--- src/logic/acs_pkg.sv ---
package acs_pkg;

  // ****************************************************************
  // Bus and register map
  // ****************************************************************
  localparam int unsigned ADDR_W = 8;
  localparam int unsigned DATA_W = 32;

  localparam logic [7:0] OFS_CTRL_A   = 8'h00;
  localparam logic [7:0] OFS_CTRL_B   = 8'h04;
  localparam logic [7:0] OFS_CTRL_C   = 8'h08;
  localparam logic [7:0] OFS_POS_SEL  = 8'h0C;
  localparam logic [7:0] OFS_NEG_SEL  = 8'h10;
  localparam logic [7:0] OFS_COMMAND  = 8'h14;
  localparam logic [7:0] OFS_EV_CTRL  = 8'h18;
  localparam logic [7:0] OFS_INT_CTRL = 8'h1C;
  localparam logic [7:0] OFS_INT_FLAG = 8'h20;
  localparam logic [7:0] OFS_RESULT   = 8'h24;

  // ****************************************************************
  // Field positions
  // ****************************************************************
  localparam int unsigned B_ENABLE   = 0;
  localparam int unsigned B_FREE_RUN = 1;
  localparam int unsigned B_RES10    = 2;
  localparam int unsigned B_LJUST    = 4;
  localparam int unsigned B_DIFF     = 5;
  localparam int unsigned B_TRUNC    = 3;
  localparam int unsigned B_START    = 0;
  localparam int unsigned B_EV_EN    = 0;
  localparam int unsigned B_RDY_IE   = 0;
  localparam int unsigned B_RDY_FLAG = 0;
  localparam int unsigned SEL_W      = 5;
  localparam int unsigned CNT_SEL_W  = 3;
  localparam int unsigned ACC_W      = 20;
  localparam int unsigned SMP_W      = 12;
  localparam int unsigned RES_W      = 16;

  // ****************************************************************
  // Reset values and timing counts
  // ****************************************************************
  localparam logic [SEL_W-1:0]     RST_SEL   = 5'h00;
  localparam logic [CNT_SEL_W-1:0] RST_CNT   = 3'h0;
  localparam logic [RES_W-1:0]     RST_RES   = 16'h0000;
  // Converter-clock phases counted in half periods: 2 and 13.5 cycles
  localparam logic [4:0] SH_HALVES   = 5'h04;
  localparam logic [4:0] CONV_HALVES = 5'h1B;
  // Result formatting in peripheral-clock cycles
  localparam logic       FMT_LAST    = 1'b1;
  // Truncation starts above 16 samples (select value 4)
  localparam logic [CNT_SEL_W-1:0] TRUNC_FROM = 3'h4;

  typedef enum logic [1:0] {
    ST_IDLE,
    ST_SAMPLE,
    ST_CONV,
    ST_FORMAT
  } acs_state_t;

  // Whole state of the sequencer
  typedef struct packed {
    acs_state_t             state;
    logic                   busy;
    logic                   enable;
    logic                   free_run;
    logic                   res10;
    logic                   ljust;
    logic                   diff;
    logic                   trunc;
    logic [CNT_SEL_W-1:0]   samp_sel;
    logic [CNT_SEL_W-1:0]   div_sel;
    logic [SEL_W-1:0]       pos_req;
    logic [SEL_W-1:0]       neg_req;
    logic [SEL_W-1:0]       pos_cur;
    logic [SEL_W-1:0]       neg_cur;
    logic                   ev_en;
    logic                   ev_prev;
    logic                   rdy_ie;
    logic                   flag;
    logic                   irq;
    logic [4:0]             hcnt;
    logic                   fcnt;
    logic [7:0]             left;
    logic signed [ACC_W-1:0] acc;
    logic [RES_W-1:0]       res;
    logic                   clock_divider_select_run;
    logic                   adc_clk;
    logic                   sh;
    logic                   cv;
    logic                   pready;
    logic                   pslverr;
    logic [DATA_W-1:0]      prdata;
  } acs_regs_t;

  // Prescaler state
  typedef struct packed {
    logic [7:0] cnt;
    logic       tick;
  } acs_clock_divider_select_t;

endpackage : acs_pkg

--- src/logic/acs_sequencer.sv ---
// Function
// Writing start bit begins conversion; bit reads one until it completes
// Channel change mid-conversion takes effect only after it finishes
// Result-ready flag sets on completion regardless of interrupt enable
// Interrupt request only while flag and its enable are both set
// Events start conversions only while start-event enable is one
// Event rising edge sets start bit, cleared on completion
// Free-running mode restarts right after each completion
// Accumulator cleared at start of every accumulated conversion
// Accumulation uses 12-bit samples, truncated or not by configuration
// Accumulation count sums up to 128 samples per trigger
// Prescaler derives converter clock using divider select
// Prescaler starts at conversion start, reset for each conversion
// Prescaler held in reset while idle
// Conversion begins one cycle after trigger, never beyond two
// Result is 10 or 12 bits by resolution select
// Single-ended or differential conversion by differential select
// Software leaves conversion settings alone during a conversion
// Software configures everything, then sets converter enable last
// Two converter cycles sample-and-hold, then 13.5 conversion
// Two peripheral cycles of formatting before result and flag
// Result register updated no later than result-ready flag
// Trigger during a running conversion does not disturb it
//
// Implementation choices: the APB interface to the registers and the address map.
`timescale 1ns/10ps
module acs_sequencer (
  input  wire logic        pclk,
  input  wire logic        presetn,
  input  wire logic        psel,
  input  wire logic        penable,
  input  wire logic        pwrite,
  input  wire logic [7:0]  paddr,
  input  wire logic [31:0] pwdata,
  output logic [31:0]      prdata,
  output logic             pready,
  output logic             pslverr,
  input  wire logic        event_in,
  input  wire logic [11:0] core_data,
  output logic             adc_clk,
  output logic             sample_hold,
  output logic             converting,
  output logic [4:0]       positive_input_select,
  output logic [4:0]       negative_input_select,
  output logic             differential_select,
  output logic             resolution_select,
  output logic             irq
);

  acs_pkg::acs_regs_t st_q;
  acs_pkg::acs_regs_t st_d;
  logic               half_tick;
  logic               wr;
  logic               start_wr;
  logic               ev_rise;
  logic               trig;
  logic               done;
  logic signed [19:0] acc_new;

  // ****************************************************************
  // Helper functions
  // ****************************************************************
  function automatic logic known(input logic [7:0] a);
    known = a == acs_pkg::OFS_CTRL_A || a == acs_pkg::OFS_CTRL_B ||
            a == acs_pkg::OFS_CTRL_C || a == acs_pkg::OFS_POS_SEL ||
            a == acs_pkg::OFS_NEG_SEL || a == acs_pkg::OFS_COMMAND ||
            a == acs_pkg::OFS_EV_CTRL || a == acs_pkg::OFS_INT_CTRL ||
            a == acs_pkg::OFS_INT_FLAG || a == acs_pkg::OFS_RESULT;
  endfunction : known

  // Turn the accumulated sum into the 16-bit result word
  function automatic logic [15:0] fmt(input acs_pkg::acs_regs_t s,
                                      input logic signed [19:0] a);
    logic signed [19:0] v;
    logic [2:0]         sh;
    v  = a;
    sh = 3'h0;
    if (s.samp_sel == 3'h0) begin
      if (s.res10) begin
        v = a >>> 2;
      end
      if (s.ljust) begin
        v = s.res10 ? (v <<< 6) : (v <<< 4);
      end
    end else begin
      if (s.trunc && s.samp_sel > acs_pkg::TRUNC_FROM) begin
        sh = 3'(s.samp_sel - acs_pkg::TRUNC_FROM);
      end
      v = a >>> sh;
    end
    fmt = v[15:0];
  endfunction : fmt

  acs_prescaler u_clock_divider_select (
    .pclk      (pclk),
    .presetn   (presetn),
    .run       (st_q.clock_divider_select_run),
    .div_sel   (st_q.div_sel),
    .half_tick (half_tick)
  );

  // ****************************************************************
  // Triggers
  // ****************************************************************
  // Unmapped writes are refused so they cannot start anything
  assign wr       = psel && penable && st_q.pready && pwrite &&
                    !st_q.pslverr;
  assign start_wr = wr && paddr == acs_pkg::OFS_COMMAND &&
                    pwdata[acs_pkg::B_START];
  assign ev_rise  = event_in && !st_q.ev_prev && st_q.ev_en;
  assign trig     = (start_wr || ev_rise) && st_q.enable &&
                    !st_q.busy;
  assign done     = st_q.state == acs_pkg::ST_FORMAT &&
                    st_q.fcnt == acs_pkg::FMT_LAST && st_q.left == 8'h01;
  // Sample sign-extended in differential mode, 12 bits always
  assign acc_new  = st_q.acc + (st_q.diff ?
                    {{8{core_data[11]}}, core_data} :
                    {8'h00, core_data});

  // ****************************************************************
  // Next state
  // ****************************************************************
  always_comb begin
    st_d         = st_q;
    st_d.ev_prev = event_in;
    // Register writes
    if (wr) begin
      case (paddr)
        acs_pkg::OFS_CTRL_A: begin
          st_d.enable   = pwdata[acs_pkg::B_ENABLE];
          st_d.free_run = pwdata[acs_pkg::B_FREE_RUN];
          st_d.res10    = pwdata[acs_pkg::B_RES10];
          st_d.ljust    = pwdata[acs_pkg::B_LJUST];
          st_d.diff     = pwdata[acs_pkg::B_DIFF];
        end
        acs_pkg::OFS_CTRL_B: begin
          st_d.samp_sel = pwdata[2:0];
          st_d.trunc    = pwdata[acs_pkg::B_TRUNC];
        end
        acs_pkg::OFS_CTRL_C:   st_d.div_sel = pwdata[2:0];
        acs_pkg::OFS_POS_SEL:  st_d.pos_req = pwdata[4:0];
        acs_pkg::OFS_NEG_SEL:  st_d.neg_req = pwdata[4:0];
        acs_pkg::OFS_EV_CTRL:  st_d.ev_en   = pwdata[acs_pkg::B_EV_EN];
        acs_pkg::OFS_INT_CTRL: st_d.rdy_ie  = pwdata[acs_pkg::B_RDY_IE];
        // Write one to clear; a completion below still wins
        acs_pkg::OFS_INT_FLAG: begin
          if (pwdata[acs_pkg::B_RDY_FLAG]) begin
            st_d.flag = 1'b0;
          end
        end
        default: st_d.flag = st_d.flag;
      endcase
    end
    // Sequencer
    case (st_q.state)
      acs_pkg::ST_IDLE: begin
        if (trig) begin
          st_d.busy = 1'b1;
        end
      end
      acs_pkg::ST_SAMPLE: begin
        if (half_tick) begin
          st_d.hcnt = 5'(st_q.hcnt + 5'h01);
          if (st_q.hcnt == 5'(acs_pkg::SH_HALVES - 5'h01)) begin
            st_d.state = acs_pkg::ST_CONV;
            st_d.hcnt  = 5'h00;
          end
        end
      end
      acs_pkg::ST_CONV: begin
        if (half_tick) begin
          st_d.hcnt = 5'(st_q.hcnt + 5'h01);
          if (st_q.hcnt == 5'(acs_pkg::CONV_HALVES - 5'h01)) begin
            st_d.state     = acs_pkg::ST_FORMAT;
            st_d.hcnt      = 5'h00;
            st_d.fcnt      = 1'b0;
            st_d.acc       = acc_new;
            st_d.clock_divider_select_run = 1'b0;
          end
        end
      end
      acs_pkg::ST_FORMAT: begin
        st_d.fcnt = 1'b1;
        if (st_q.fcnt == acs_pkg::FMT_LAST) begin
          if (st_q.left != 8'h01) begin
            st_d.left      = 8'(st_q.left - 8'h01);
            st_d.state     = acs_pkg::ST_SAMPLE;
            st_d.clock_divider_select_run = 1'b1;
          end else begin
            st_d.res   = fmt(st_q, st_q.acc);
            st_d.flag  = 1'b1;
            st_d.state = acs_pkg::ST_IDLE;
            st_d.busy  = st_q.free_run;
          end
        end
      end
      default: st_d.state = acs_pkg::ST_IDLE;
    endcase
    // Start of a burst: from a trigger, or a free-running restart
    if (trig || (done && st_q.free_run)) begin
      st_d.state     = acs_pkg::ST_SAMPLE;
      st_d.acc       = '0;
      st_d.left      = 8'(8'h01 << st_q.samp_sel);
      st_d.hcnt      = 5'h00;
      st_d.clock_divider_select_run = 1'b1;
      st_d.pos_cur   = st_q.pos_req;
      st_d.neg_cur   = st_q.neg_req;
    end
    // Converter clock follows half ticks, low while idle
    if (!st_d.clock_divider_select_run) begin
      st_d.adc_clk = 1'b0;
    end else if (half_tick && st_q.clock_divider_select_run) begin
      st_d.adc_clk = !st_q.adc_clk;
    end
    st_d.sh  = st_d.state == acs_pkg::ST_SAMPLE;
    st_d.cv  = st_d.state == acs_pkg::ST_CONV;
    st_d.irq = st_d.flag && st_d.rdy_ie;
    // APB answer: ready in the first access cycle, data from setup
    st_d.pready  = psel && !penable;
    st_d.pslverr = psel && !penable && !known(paddr);
    st_d.prdata  = '0;
    if (psel && !penable) begin
      case (paddr)
        acs_pkg::OFS_CTRL_A: begin
          st_d.prdata[acs_pkg::B_ENABLE]   = st_q.enable;
          st_d.prdata[acs_pkg::B_FREE_RUN] = st_q.free_run;
          st_d.prdata[acs_pkg::B_RES10]    = st_q.res10;
          st_d.prdata[acs_pkg::B_LJUST]    = st_q.ljust;
          st_d.prdata[acs_pkg::B_DIFF]     = st_q.diff;
        end
        acs_pkg::OFS_CTRL_B: begin
          st_d.prdata[2:0]                = st_q.samp_sel;
          st_d.prdata[acs_pkg::B_TRUNC]   = st_q.trunc;
        end
        acs_pkg::OFS_CTRL_C:   st_d.prdata[2:0] = st_q.div_sel;
        acs_pkg::OFS_POS_SEL:  st_d.prdata[4:0] = st_q.pos_req;
        acs_pkg::OFS_NEG_SEL:  st_d.prdata[4:0] = st_q.neg_req;
        acs_pkg::OFS_COMMAND:  st_d.prdata[acs_pkg::B_START] = st_q.busy;
        acs_pkg::OFS_EV_CTRL:  st_d.prdata[acs_pkg::B_EV_EN] = st_q.ev_en;
        acs_pkg::OFS_INT_CTRL: st_d.prdata[acs_pkg::B_RDY_IE] = st_q.rdy_ie;
        acs_pkg::OFS_INT_FLAG: st_d.prdata[acs_pkg::B_RDY_FLAG] = st_q.flag;
        acs_pkg::OFS_RESULT:   st_d.prdata[15:0] = st_q.res;
        default:               st_d.prdata = '0;
      endcase
    end
  end

  always_ff @(posedge pclk or negedge presetn) begin
    if (!presetn) begin
      st_q <= '0;
    end else begin
      st_q <= st_d;
    end
  end

  // ****************************************************************
  // Outputs, all straight from the state register
  // ****************************************************************
  assign prdata                = st_q.prdata;
  assign pready                = st_q.pready;
  assign pslverr               = st_q.pslverr;
  assign adc_clk               = st_q.adc_clk;
  assign sample_hold           = st_q.sh;
  assign converting            = st_q.cv;
  assign positive_input_select = st_q.pos_cur;
  assign negative_input_select = st_q.neg_cur;
  assign differential_select   = st_q.diff;
  assign resolution_select     = st_q.res10;
  assign irq                   = st_q.irq;
endmodule : acs_sequencer

--- src/logic/acs_prescaler.sv ---
`timescale 1ns/10ps
module acs_prescaler (
  input  wire logic       pclk,
  input  wire logic       presetn,
  input  wire logic       run,
  input  wire logic [2:0] div_sel,
  output logic            half_tick
);

  acs_pkg::acs_clock_divider_select_t st_q;
  acs_pkg::acs_clock_divider_select_t st_d;
  logic [7:0]          limit;

  // ****************************************************************
  // Half-period divider, held cleared while not running
  // ****************************************************************
  // Period of converter clock is 2^(div_sel+1) peripheral cycles
  always_comb begin
    limit = 8'((8'h01 << div_sel) - 8'h01);
    st_d  = st_q;
    if (!run) begin
      st_d.cnt  = 8'h00;
      st_d.tick = 1'b0;
    end else if (st_q.cnt == limit) begin
      st_d.cnt  = 8'h00;
      st_d.tick = 1'b1;
    end else begin
      st_d.cnt  = 8'(st_q.cnt + 8'h01);
      st_d.tick = 1'b0;
    end
  end

  always_ff @(posedge pclk or negedge presetn) begin
    if (!presetn) begin
      st_q <= '0;
    end else begin
      st_q <= st_d;
    end
  end

  assign half_tick = st_q.tick;
endmodule : acs_prescaler

--- config.mk ---
export PLATFORM = sky130hd
export DESIGN_NAME = acs_sequencer
export DESIGN_NICKNAME = d
export VERILOG_FILES = /design/src/logic/acs_pkg.sv /design/src/logic/acs_sequencer.sv /design/src/logic/acs_prescaler.sv
export SDC_FILE = /design/constraint.sdc
export NUM_CORES = 1
export LEC_CHECK = 0
export BUFFER_PORTS_ARGS = -buffer_cell sky130_fd_sc_hd__buf_2
export CORE_MARGIN = 1
export CORE_UTILIZATION = 62
export CTS_CLUSTER_DIAMETER = 100
export DETAILED_ROUTE_END_ITERATION = 8
export PLACE_DENSITY = 0.86
export SLEW_MARGIN = 20
export SYNTH_ARGS = -nofsm -noshare
export SYNTH_HDL_FRONTEND = slang
export SYNTH_HIERARCHICAL = 1
export SYNTH_SLANG_ARGS = --single-unit
--- constraint.sdc ---
create_clock -name pclk -period 5.9 [get_ports pclk]
set_input_delay 0.885 -clock pclk [delete_from_list [all_inputs] [get_ports pclk]]
set_output_delay 0.885 -clock pclk [all_outputs]
set_load 0.005 [all_outputs]
==> run_results.csv, run 1 <==
group,metric,value,unit
run_status,status,"completed",
setup_path,startpoint_type,"flip-flop",
final_layout,fin_area,0.00806,mm^2
floorplan,fp.dieW,111,um
power_and_ir_drop,powerDensity,357,mW/mm^2
drt,wl_per_cell,17.6,um
placement,place.gp.congestion,0.891,
floorplan,fp.dieH,111,um
clocking,cts_resized,0,
setup_path,critPathCaptureType,"flip-flop",
global_route,grt_use_total,0.289,
logic_synthesis,synth-seq-cells,120,
timing,setup_violations,0,
logic_synthesis,syn_area,0.00734,mm^2
final_layout,layout-drive-gt1-share,0.184,
job,cap_violations,0,
placement,dpl_cell_area,0.00744,mm^2
global_route,grt_max_degree,79,
clocking,cts.sink_count,120,
final_layout,nets,891,
drt,ant_nets,0,
final_layout,multi_input_area,0.00385,mm^2
final_layout,layout_common_cells,"dfrtp_1 (120), nand2_1 (106), buf_2 (64), a21oi_1 (55), nor2_1 (50)",
logic_synthesis,yosys_warnings,6,
floorplan,io_pins,108,
setup_path,crit_path_max_fanout,46,
timing,maxSlewHeadroom,0.287,
logic_synthesis,postSynthAreaPerCell,9.34,um^2
drt,viasPerCell,6.27,
clocking,htree_levels,4,
logic_synthesis,synth-main-ff-cell,"dfrtp_1",
clocking,clk_pin_slew_worst_paths,0.05,ns
logic_synthesis,yosysSeqAreaShare,0.409,
setup_path,cp.arrival,3.82,ns
placement,dp_hpwl,11.7,mm
logic_synthesis,synth_edf_count,0,
timing,tightest_slew,1.07,ns
placement,portBuffers,65,
drt,vias,6040,
clocking,holdBufCountCts,0,
setup_path,rrSetupSlack,2.39,ns
drt,drc,0,
power_and_ir_drop,p_leak,3.95,nW
timing,fin_crit,3.51,ns
timing,drv_slew,0,
final_layout,syn2layout_area_growth,9.69,%
timing,clock_skew,0.00533,ns
final_layout,mostFrequentLayoutCell,"dfrtp_1",
floorplan,rows,39,
timing,setup_tns,0,ns
timing,finalWorstSetupSlack,2.39,ns
timing,rsz0062_at_grt,"false",
timing,period_share,0.595,
floorplan,start_util,0.640,
timing,hold_violations,0,
clocking,cts_root_buffer,"clkbuf_16",
logic_synthesis,ys_types,66,
clocking,cts_setup_buffers,0,
global_route,gr-total-overflow,0,
setup_path,cp_data_required_time,6.21,ns
floorplan,core_area,0.0115,mm^2
worst_hold_path,hp-class,"flip-flop to flip-flop",
floorplan,die_area,0.0123,mm^2
global_route,grt_pass1_vias,5843,
clocking,clk_path_buf_depth,2,
power_and_ir_drop,finalPower,2.88,mW
placement,place_ws,2.11,ns
timing,fmax,0.285,GHz
setup_path,crit_type,"flip-flop to flip-flop",
clocking,clk_latency,0.42,ns
timing,hold_ws,0.468,ns
logic_synthesis,async_flop_share,1.00,
clocking,cts_tree,"built",
drt,wl,17.0,mm
final_layout,regArea,0.00300,mm^2
power_and_ir_drop,irDropWorstVdd,0.290,mV
logic_synthesis,syn_inst,786,
drt,dr.pass1.iters,7,
global_route,grt_pass1_wl,28.2,mm
final_layout,antenna_cells,0,
drt,drt_iter0_drc,570,
global_route,antenna_found_initial,0,
clocking,cts_inserted_buffers,17,
final_layout,n_fill_cell,811,
[per-layer routing]
metal / track usage / wire length, um / up-vias
met5: 0 / 0 / -
met4: 0.116 / 427 / 0
met3: 0.0711 / 1190 / 38
met2: 0.467 / 8320 / 281
met1: 0.374 / 7040 / 2921
li1: - / - / 2800
[cells in the mapped netlist, drive strengths merged (5+ instances only)]
| cell | count | area, um^2 |
|---|---|---|
| xor2 | 13 | 114 |
| nand2b | 5 | 31.3 |
| a21oi | 55 | 275 |
| xnor2 | 14 | 123 |
| buf | 59 | 429 |
| ha | 24 | 300 |
| a311oi | 7 | 61.3 |
| nand2 | 107 | 404 |
| dfrtp | 120 | 3000 |
| mux4 | 5 | 113 |
| a22oi | 9 | 67.6 |
| nor3 | 23 | 115 |
| o211ai | 10 | 80.1 |
| nand4 | 9 | 56.3 |
| and3 | 13 | 81.3 |
| clkbuf | 22 | 82.6 |
| mux2i | 41 | 410 |
| nor2 | 51 | 191 |
| o21ai | 45 | 229 |
| and2 | 5 | 31.3 |
| a21o | 12 | 92.6 |
| or3 | 5 | 31.3 |
| a31oi | 6 | 37.5 |
| mux2 | 26 | 293 |
| inv | 17 | 63.8 |
| nand3 | 27 | 135 |
| nor2b | 6 | 37.5 |
[power breakdown]
group / internal, mW / switching, mW / total [mW]
combinational: 0.334 / 0.399 / 0.732
clock: 0.683 / 0.368 / 1.05
sequential: 0.920 / 0.173 / 1.09
total: 1.94 / 0.939 / 2.88
[layout make-up]
type / count / area share
multi-input combinational: 583 / 0.477
timing repair buffer: 69 / 0.0444
clock buffer: 20 / 0.0567
inverter: 17 / 0.00792
sequential: 120 / 0.373
clock inverter: 12 / 0.0186
tap: 143 / 0.0222
[critical path, cell delays in order, from the launching register on]
cell	delay [ns]
dfrtp_1	0.42
or4_4	0.58
nor4b_4	0.33
and2b_2	0.60
a32o_1	0.39
buf_4	0.47
inv_2	0.31
o41ai_2	0.29
[logic make-up after synthesis]
family,count (synthesis),synth area share
other,1,0.000511
xor gates and xnor gates,27,0.0322
adders and majority gates,25,0.0436
and+or+nand+nor,270,0.175
buffers and inverters,98,0.0784
AOI/OAI and AO/OA,173,0.151
muxes,72,0.111
DFF,120,0.409
[metrics by stage]
| step | utilization | instances |
|---|---|---|
| 6_report | 0.703 | 964 |
| 5_1_grt | 0.703 | 964 |
| 4_1_cts | 0.701 | 964 |
| 3_5_place_dp | 0.649 | 932 |
| 3_3_place_gp | 0.649 | 932 |
| 2_1_floorplan | - | 801 |
[sequential cells by signal (all words and copies together) (netlist names)]
register	cells
pready	1
prdata	16
adc_clk	1
irq	1
st_q	77
u_clock_divider_select/st_q	8
negative_input_select	5
sample_hold	1
positive_input_select	5
resolution_select	1
u_clock_divider_select/half_tick	1
converting	1
pslverr	1
differential_select	1
[worst paths after layout]
check / cells after the start / start / endpoint
setup / recovery: 7 / st_q[76] / st_q[75]
hold / removal: 2 / positive_input_select[2] / positive_input_select[2]
setup reg to reg: 7 / st_q[76] / st_q[75]
hold reg to reg: 2 / positive_input_select[2] / positive_input_select[2]
max in group asynchronous: 2 / presetn / prdata[11]
min in group asynchronous: 1 / presetn / prdata[14]
No activity file was read; power rests on OpenSTA's default activity.
==> run 2: changes to the inputs <==
Settings changed: CORE_UTILIZATION 62 to 58, PLACE_DENSITY 0.86 to 0.81.
Clock period 5.9 ns to 3.5 ns, I/O delays scaled along.
==> run_results.csv, run 2 (synthesis results as in run 1) <==
group,metric,value,unit
clocking,holdBufCountCts,0,
timing,drv_slew,0,
final_layout,mostFrequentLayoutCell,"dfrtp_1",
timing,rsz0062_at_grt,"false",
drt,wl,16.9,mm
timing,setup_violations,0,
timing,maxSlewHeadroom,0.350,
floorplan,start_util,0.604,
drt,ant_nets,0,
clocking,htree_levels,4,
job,cap_violations,0,
final_layout,final_util,0.667,
power_and_ir_drop,swShare,0.329,
drt,dr.pass1.iters,6,
placement,dp_hpwl,11.7,mm
setup_path,cp.arrival,2.90,ns
setup_path,startpoint_type,"flip-flop",
timing,fin_crit,2.62,ns
floorplan,fp.dieW,115,um
final_layout,antenna_cells,0,
clocking,cts_setup_buffers,0,
clocking,cts_root_buffer,"clkbuf_16",
timing,hold_violations,0,
global_route,antenna_found_initial,1,
final_layout,layout-drive-gt1-share,0.184,
floorplan,io_pins,108,
timing,clock_skew,0.0109,ns
clocking,clk_path_buf_depth,2,
clocking,cts_inserted_buffers,17,
clocking,cts.sink_count,120,
setup_path,r2r_end,"st_q[75]",
power_and_ir_drop,p_sw,1.57,mW
placement,portBuffers,65,
power_and_ir_drop,seqPwrFrac,0.386,
floorplan,die_area,0.0131,mm^2
timing,setup_tns,0,ns
floorplan,core_area,0.0122,mm^2
placement,place_ws,0.728,ns
final_layout,syn2layout_area_growth,10.5,%
setup_path,critPathCaptureType,"flip-flop",
setup_path,crit_type,"flip-flop to flip-flop",
power_and_ir_drop,p_clk_frac,0.353,
setup_path,crit_path_max_fanout,52,
setup_path,worst-r2r-cell-count,8,
global_route,grt_use_total,0.278,
timing,finalWorstSetupSlack,0.882,ns
final_layout,nets,898,
power_and_ir_drop,powerDensity,587,mW/mm^2
power_and_ir_drop,irDropWorstVdd,0.303,mV
drt,drc,0,
clocking,clk_latency,0.42,ns
global_route,grt_pass1_vias,5762,
final_layout,layout_common_cells,"dfrtp_1 (120), nand2_1 (106), buf_2 (64), a21oi_1 (55), nor2_1 (51)",
drt,viasPerCell,5.98,
placement,place.gp.congestion,0.905,
setup_path,crit_chain,"or4_4 -> nor4b_4 -> and2b_1 -> a32o_1 -> buf_12 -> inv_2 -> o211ai_2 -> o41ai_2",
clocking,cts_resized,0,
worst_hold_path,hp-class,"primary input to asynchronous set/reset pin",
setup_path,r2r_start,"st_q[76]",
timing,period_share,0.748,
setup_path,slowest_stage,"or4_4",
final_layout,largest_reg_flops,77,
clocking,cts_tree,"built",
run_status,status,"completed",
global_route,grt_pass1_wl,28.0,mm
setup_path,cp_data_required_time,3.78,ns
clocking,clk_pin_slew_worst_paths,0.05,ns
floorplan,rows,40,
final_layout,top_register,"st_q",
global_route,gr-total-overflow,0,
power_and_ir_drop,combPwrFrac,0.261,
floorplan,fp.dieH,115,um
power_and_ir_drop,p_leak,3.97,nW
global_route,grt_max_degree,63,
timing,tightest_slew,0.975,ns
drt,drt_iter0_drc,555,
power_and_ir_drop,intPower,3.19,mW
drt,vias,5958,
timing,fmax,0.382,GHz
setup_path,slowest_delay,0.58,ns
drt,wl_per_cell,16.9,um
setup_path,rrSetupSlack,0.88,ns
## run 2: changes by cell type in the layout (fill, tap and decap cells not counted), sizes merged
cell	change
clkinvlp	-2
buf	+7
bufinv	-1
clkbuf	+4
clkinv	-1
## run 2: power by group through the flow
stage | registers, mW | logic [mW] | clock network [mW]
2_1_floorplan | 1.74 | 0.968 | 0
3_3_place_gp | 1.83 | 1.15 | 0
3_5_place_dp | 1.85 | 1.21 | 0
4_1_cts | 1.83 | 1.24 | 1.69
5_1_grt | 1.87 | 1.41 | 1.76
6_report | 1.84 | 1.24 | 1.68
## run 2: how the worst max path moves through the flow
stage,from,end,slack (ns),cells after the start
floorplan,core_data[0],st_q[70],1.13,10
global placement,core_data[0],st_q[70],0.82,11
detailed placement,core_data[0],st_q[70],0.73,11
CTS,st_q[76],st_q[75],0.89,7
global route,st_q[54],st_q[70],0.63,10
finish,st_q[76],st_q[75],0.88,8
## run 2: metrics by stage
stage	cells	power [mW]	hold WS, ns	instance area [um^2]
2_1_floorplan	801	2.71	0.229	7400
6_report	996	4.76	0.167	8110
3_5_place_dp	964	3.06	0.450	7550
3_3_place_gp	964	2.98	0.446	7550
5_1_grt	996	5.04	0.221	8110
4_1_cts	996	4.76	0.202	8110
## run 2: critical path, delay by kind of cell (launching register included)
| family | cells | cell delay (ns) |
|---|---|---|
| AOI/OAI and AO/OA | 3 | 0.45 |
| buffers and inverters | 2 | 0.49 |
| and+or+nand+nor | 3 | 1.11 |
| DFF | 1 | 0.42 |
## run 2: routing by layer
layer	up-vias	routed length [um]	global-route usage
met3	31	1090	0.0566
met4	0	304	0.123
met2	237	8560	0.469
met1	2872	6930	0.345
met5	-	0	0
li1	2818	-	-
## run 2: layout make-up
class,count,area [um^2]
Fill cell,953,4050
Timing Repair Buffer,76,435
Clock inverter,8,96.3
Tap cell,168,210
Sequential cell,120,3000
Multi-Input combinational cell,583,3830
Inverter,17,63.8
Clock buffer,24,472
==> run 3: changes to the inputs <==
Settings changed: ABC_AREA set to 1, CORE_UTILIZATION 58 to 53, PLACE_DENSITY 0.81 to 0.77.
Clock period 3.5 ns to 2.34 ns, I/O delays scaled along.
==> run_results.csv, run 3 <==
group,metric,value,unit
global_route,grt_pass1_wl,31.7,mm
setup_path,cp_data_required_time,2.65,ns
final_layout,layout_common_cells,"nand2_1 (340), dfrtp_1 (120), inv_1 (114), nor2_1 (98), o21ai_0 (70)",
drt,vias,7011,
logic_synthesis,synth-seq-cells,120,
setup_path,rrSetupSlack,0.26,ns
floorplan,core_area,0.0141,mm^2
global_route,grt_use_total,0.272,
setup_path,crit_type,"flip-flop to flip-flop",
clocking,clk_path_buf_depth,2,
logic_synthesis,synth.cells.most_frequent,"nand2_1 (340), dfrtp_1 (120), inv_1 (114)",
power_and_ir_drop,irDropWorstVdd,0.481,mV
timing,finalWorstSetupSlack,0.259,ns
setup_path,r2r_end,"st_q[68]",
setup_path,slowest_stage,"dfrtp_1",
timing,tightest_slew,0.716,ns
logic_synthesis,yosysSeqAreaShare,0.388,
global_route,antenna_found_initial,0,
logic_synthesis,synth_top_cell_by_area,"dfrtp_1",
final_layout,n_fill_cell,1281,
floorplan,rows,43,
logic_synthesis,synth_edf_count,0,
setup_path,startpoint_type,"flip-flop",
floorplan,start_util,0.550,
setup_path,slowest_delay,0.42,ns
global_route,grt_pass1_vias,6775,
logic_synthesis,synth-main-ff-cell,"dfrtp_1",
logic_synthesis,synth_top_area_share,0.388,
logic_synthesis,postSynthAreaPerCell,7.18,um^2
floorplan,die_area,0.0151,mm^2
timing,maxSlewHeadroom,0.522,
final_layout,final_util,0.623,
worst_hold_path,min_from,"event_in",
timing,hold_ws,0.0590,ns
final_layout,syn2layout_area_growth,13.4,%
clocking,cts.sink_count,120,
final_layout,antenna_cells,0,
setup_path,r2r_start,"st_q[54]",
placement,portBuffers,65,
timing,fmax,0.480,GHz
worst_hold_path,hp-class,"primary input to flip-flop",
worst_hold_path,holdPathStages,1,
logic_synthesis,netlist_top_cells_area,"dfrtp_1 (39%), nand2_1 (16%), inv_1 (5.5%), nor2_1 (4.8%), o21ai_0 (4.5%)",
timing,setup_tns,0,ns
timing,drv_slew,0,
floorplan,fp.dieH,123,um
setup_path,crit_path_frequent_cell,"nand2_1",
drt,ant_nets,0,
worst_hold_path,holdPathEnd,"st_q[91]",
drt,dr.pass1.iters,5,
drt,drt_iter0_drc,596,
setup_path,crit_buf_inv,2,
logic_synthesis,syn_inst,1079,
global_route,grt_max_degree,47,
job,cap_violations,0,
drt,wl_per_cell,14.0,um
drt,viasPerCell,5.28,
final_layout,largest_reg_flops,77,
clocking,htree_levels,4,
timing,period_share,0.889,
logic_synthesis,yosys_warnings,6,
floorplan,fp.dieW,123,um
run_status,status,"completed",
final_layout,layout-drive-gt1-share,0.137,
setup_path,worst-r2r-cell-count,14,
drt,wl,18.6,mm
placement,place_ws,0.0813,ns
setup_path,cp.arrival,2.39,ns
placement,dp.cells,1295,
clocking,clk_latency,0.42,ns
logic_synthesis,syn_area,0.00775,mm^2
clocking,cts_setup_buffers,0,
setup_path,crit_path_max_fanout,4,
logic_synthesis,synthMostInstantiatedCell,"nand2_1",
clocking,cts_root_buffer,"clkbuf_16",
power_and_ir_drop,powerDensity,689,mW/mm^2
logic_synthesis,async_flop_share,1.00,
floorplan,io_pins,108,
timing,hold_violations,0,
placement,dp_hpwl,14.0,mm
final_layout,mostFrequentLayoutCell,"nand2_1",
timing,rsz0062_at_grt,"false",
clocking,clk_pin_slew_worst_paths,0.05,ns
final_layout,stdcell_count,1328,
power_and_ir_drop,p_leak,4.50,nW
setup_path,critPathCaptureType,"flip-flop",
setup_path,crit_chain,"ha_4 -> inv_1 -> fa_1 -> inv_1 -> nand2_1 -> nand2_1 -> and2_1 -> nand2_1 -> nand2_1 -> nand2_1 -> nand2_1 -> nand2_1 -> nand3_1 -> nand2_1",
final_layout,nets,1218,
final_layout,top_register,"st_q",
clocking,cts_inserted_buffers,17,
timing,setup_violations,0,
timing,fin_crit,2.08,ns
logic_synthesis,ys_types,48,
timing,clock_skew,0.00832,ns
clocking,cts_tree,"built",
drt,drc,0,
setup_path,critical-path-top-delay-family,"simple AND/OR/NAND/NOR gates",
placement,place.gp.congestion,0.921,
global_route,gr-total-overflow,0,
## run 3: cell count changes in the layout (fill, tap and decap cells not counted), moves of 10 or more
| cell | previous run | this run |
|---|---|---|
| a21o_1 | 10 | 0 |
| a21oi_1 | 55 | 34 |
| and3_1 | 13 | 0 |
| buf_4 | 10 | 21 |
| inv_1 | 16 | 114 |
| mux2_2 | 26 | 1 |
| mux2i_1 | 41 | 2 |
| nand2_1 | 106 | 340 |
| nand3_1 | 27 | 63 |
| nor2_1 | 51 | 98 |
| nor2_2 | 0 | 13 |
| o21ai_0 | 43 | 70 |
| o21ai_1 | 1 | 13 |
## run 3: per-stage QoR
step	cell area, um^2	total power [mW]
6_report	8780	6.06
5_1_grt	8780	6.34
4_1_cts	8770	6.09
3_5_place_dp	8090	3.17
3_3_place_gp	8090	3.15
2_1_floorplan	7800	2.94
## run 3: what timing repair did
item | in CTS | in global routing
pin swaps | 0 | 0
gates resized for setup | 1 | 3
hold endpoints to repair | 36 | 0
endpoints found under the setup margin | 1 | 2
hold buffers | 1 | 0
## run 3: power by group
part           internal [mW]  leakage, nW  switching (mW)
clock                   1.97        0.320           0.931
combinational          0.295         2.55           0.486
sequential              2.22         1.63           0.154
total                   4.49         4.50            1.57
## run 3: area by class of cell
class	count	area (um^2)	share of cell area
multi-input combinational	787	3910	0.445
sequential	120	3000	0.342
timing repair buffer	88	528	0.0601
clock buffer	21	470	0.0536
inverter	121	457	0.0520
tap	180	225	0.0256
clock inverter	11	193	0.0219
## run 3: logic make-up (layout without fill, tap and decap cells)
logic type	Yosys count	count (layout)	share of synthesized area
AND/OR/NAND/NOR	567	567	0.315
flip-flops	120	120	0.388
AO/OA/AOI/OAI	155	155	0.110
buffers and inverters	187	241	0.118
other	1	16	0.000484
adder cells (fa/ha/maj)	25	25	0.0413
multiplexers	3	3	0.00404
XOR/XNOR	21	21	0.0237
## run 3: worst max-delay path by stage
stage | start | to | slack, ns | cells past startpoint
after floorplan | st_q[54] | st_q[68] | 0.51 | 14
after global placement | st_q[74] | st_q[65] | 0.13 | 10
after detailed placement | st_q[74] | st_q[59] | 0.08 | 10
after CTS | st_q[83] | st_q[66] | 0.14 | 8
after global routing | st_q[54] | st_q[68] | 0.03 | 14
final | st_q[54] | st_q[68] | 0.26 | 14
## run 3: routing by layer
| layer | up-vias | routed length, um | track usage |
|---|---|---|---|
| met4 | 0 | 488 | 0.110 |
| met5 | - | 0 | 0 |
| li1 | 3516 | - | - |
| met3 | 40 | 1110 | 0.0618 |
| met2 | 245 | 8610 | 0.443 |
| met1 | 3210 | 8390 | 0.351 |
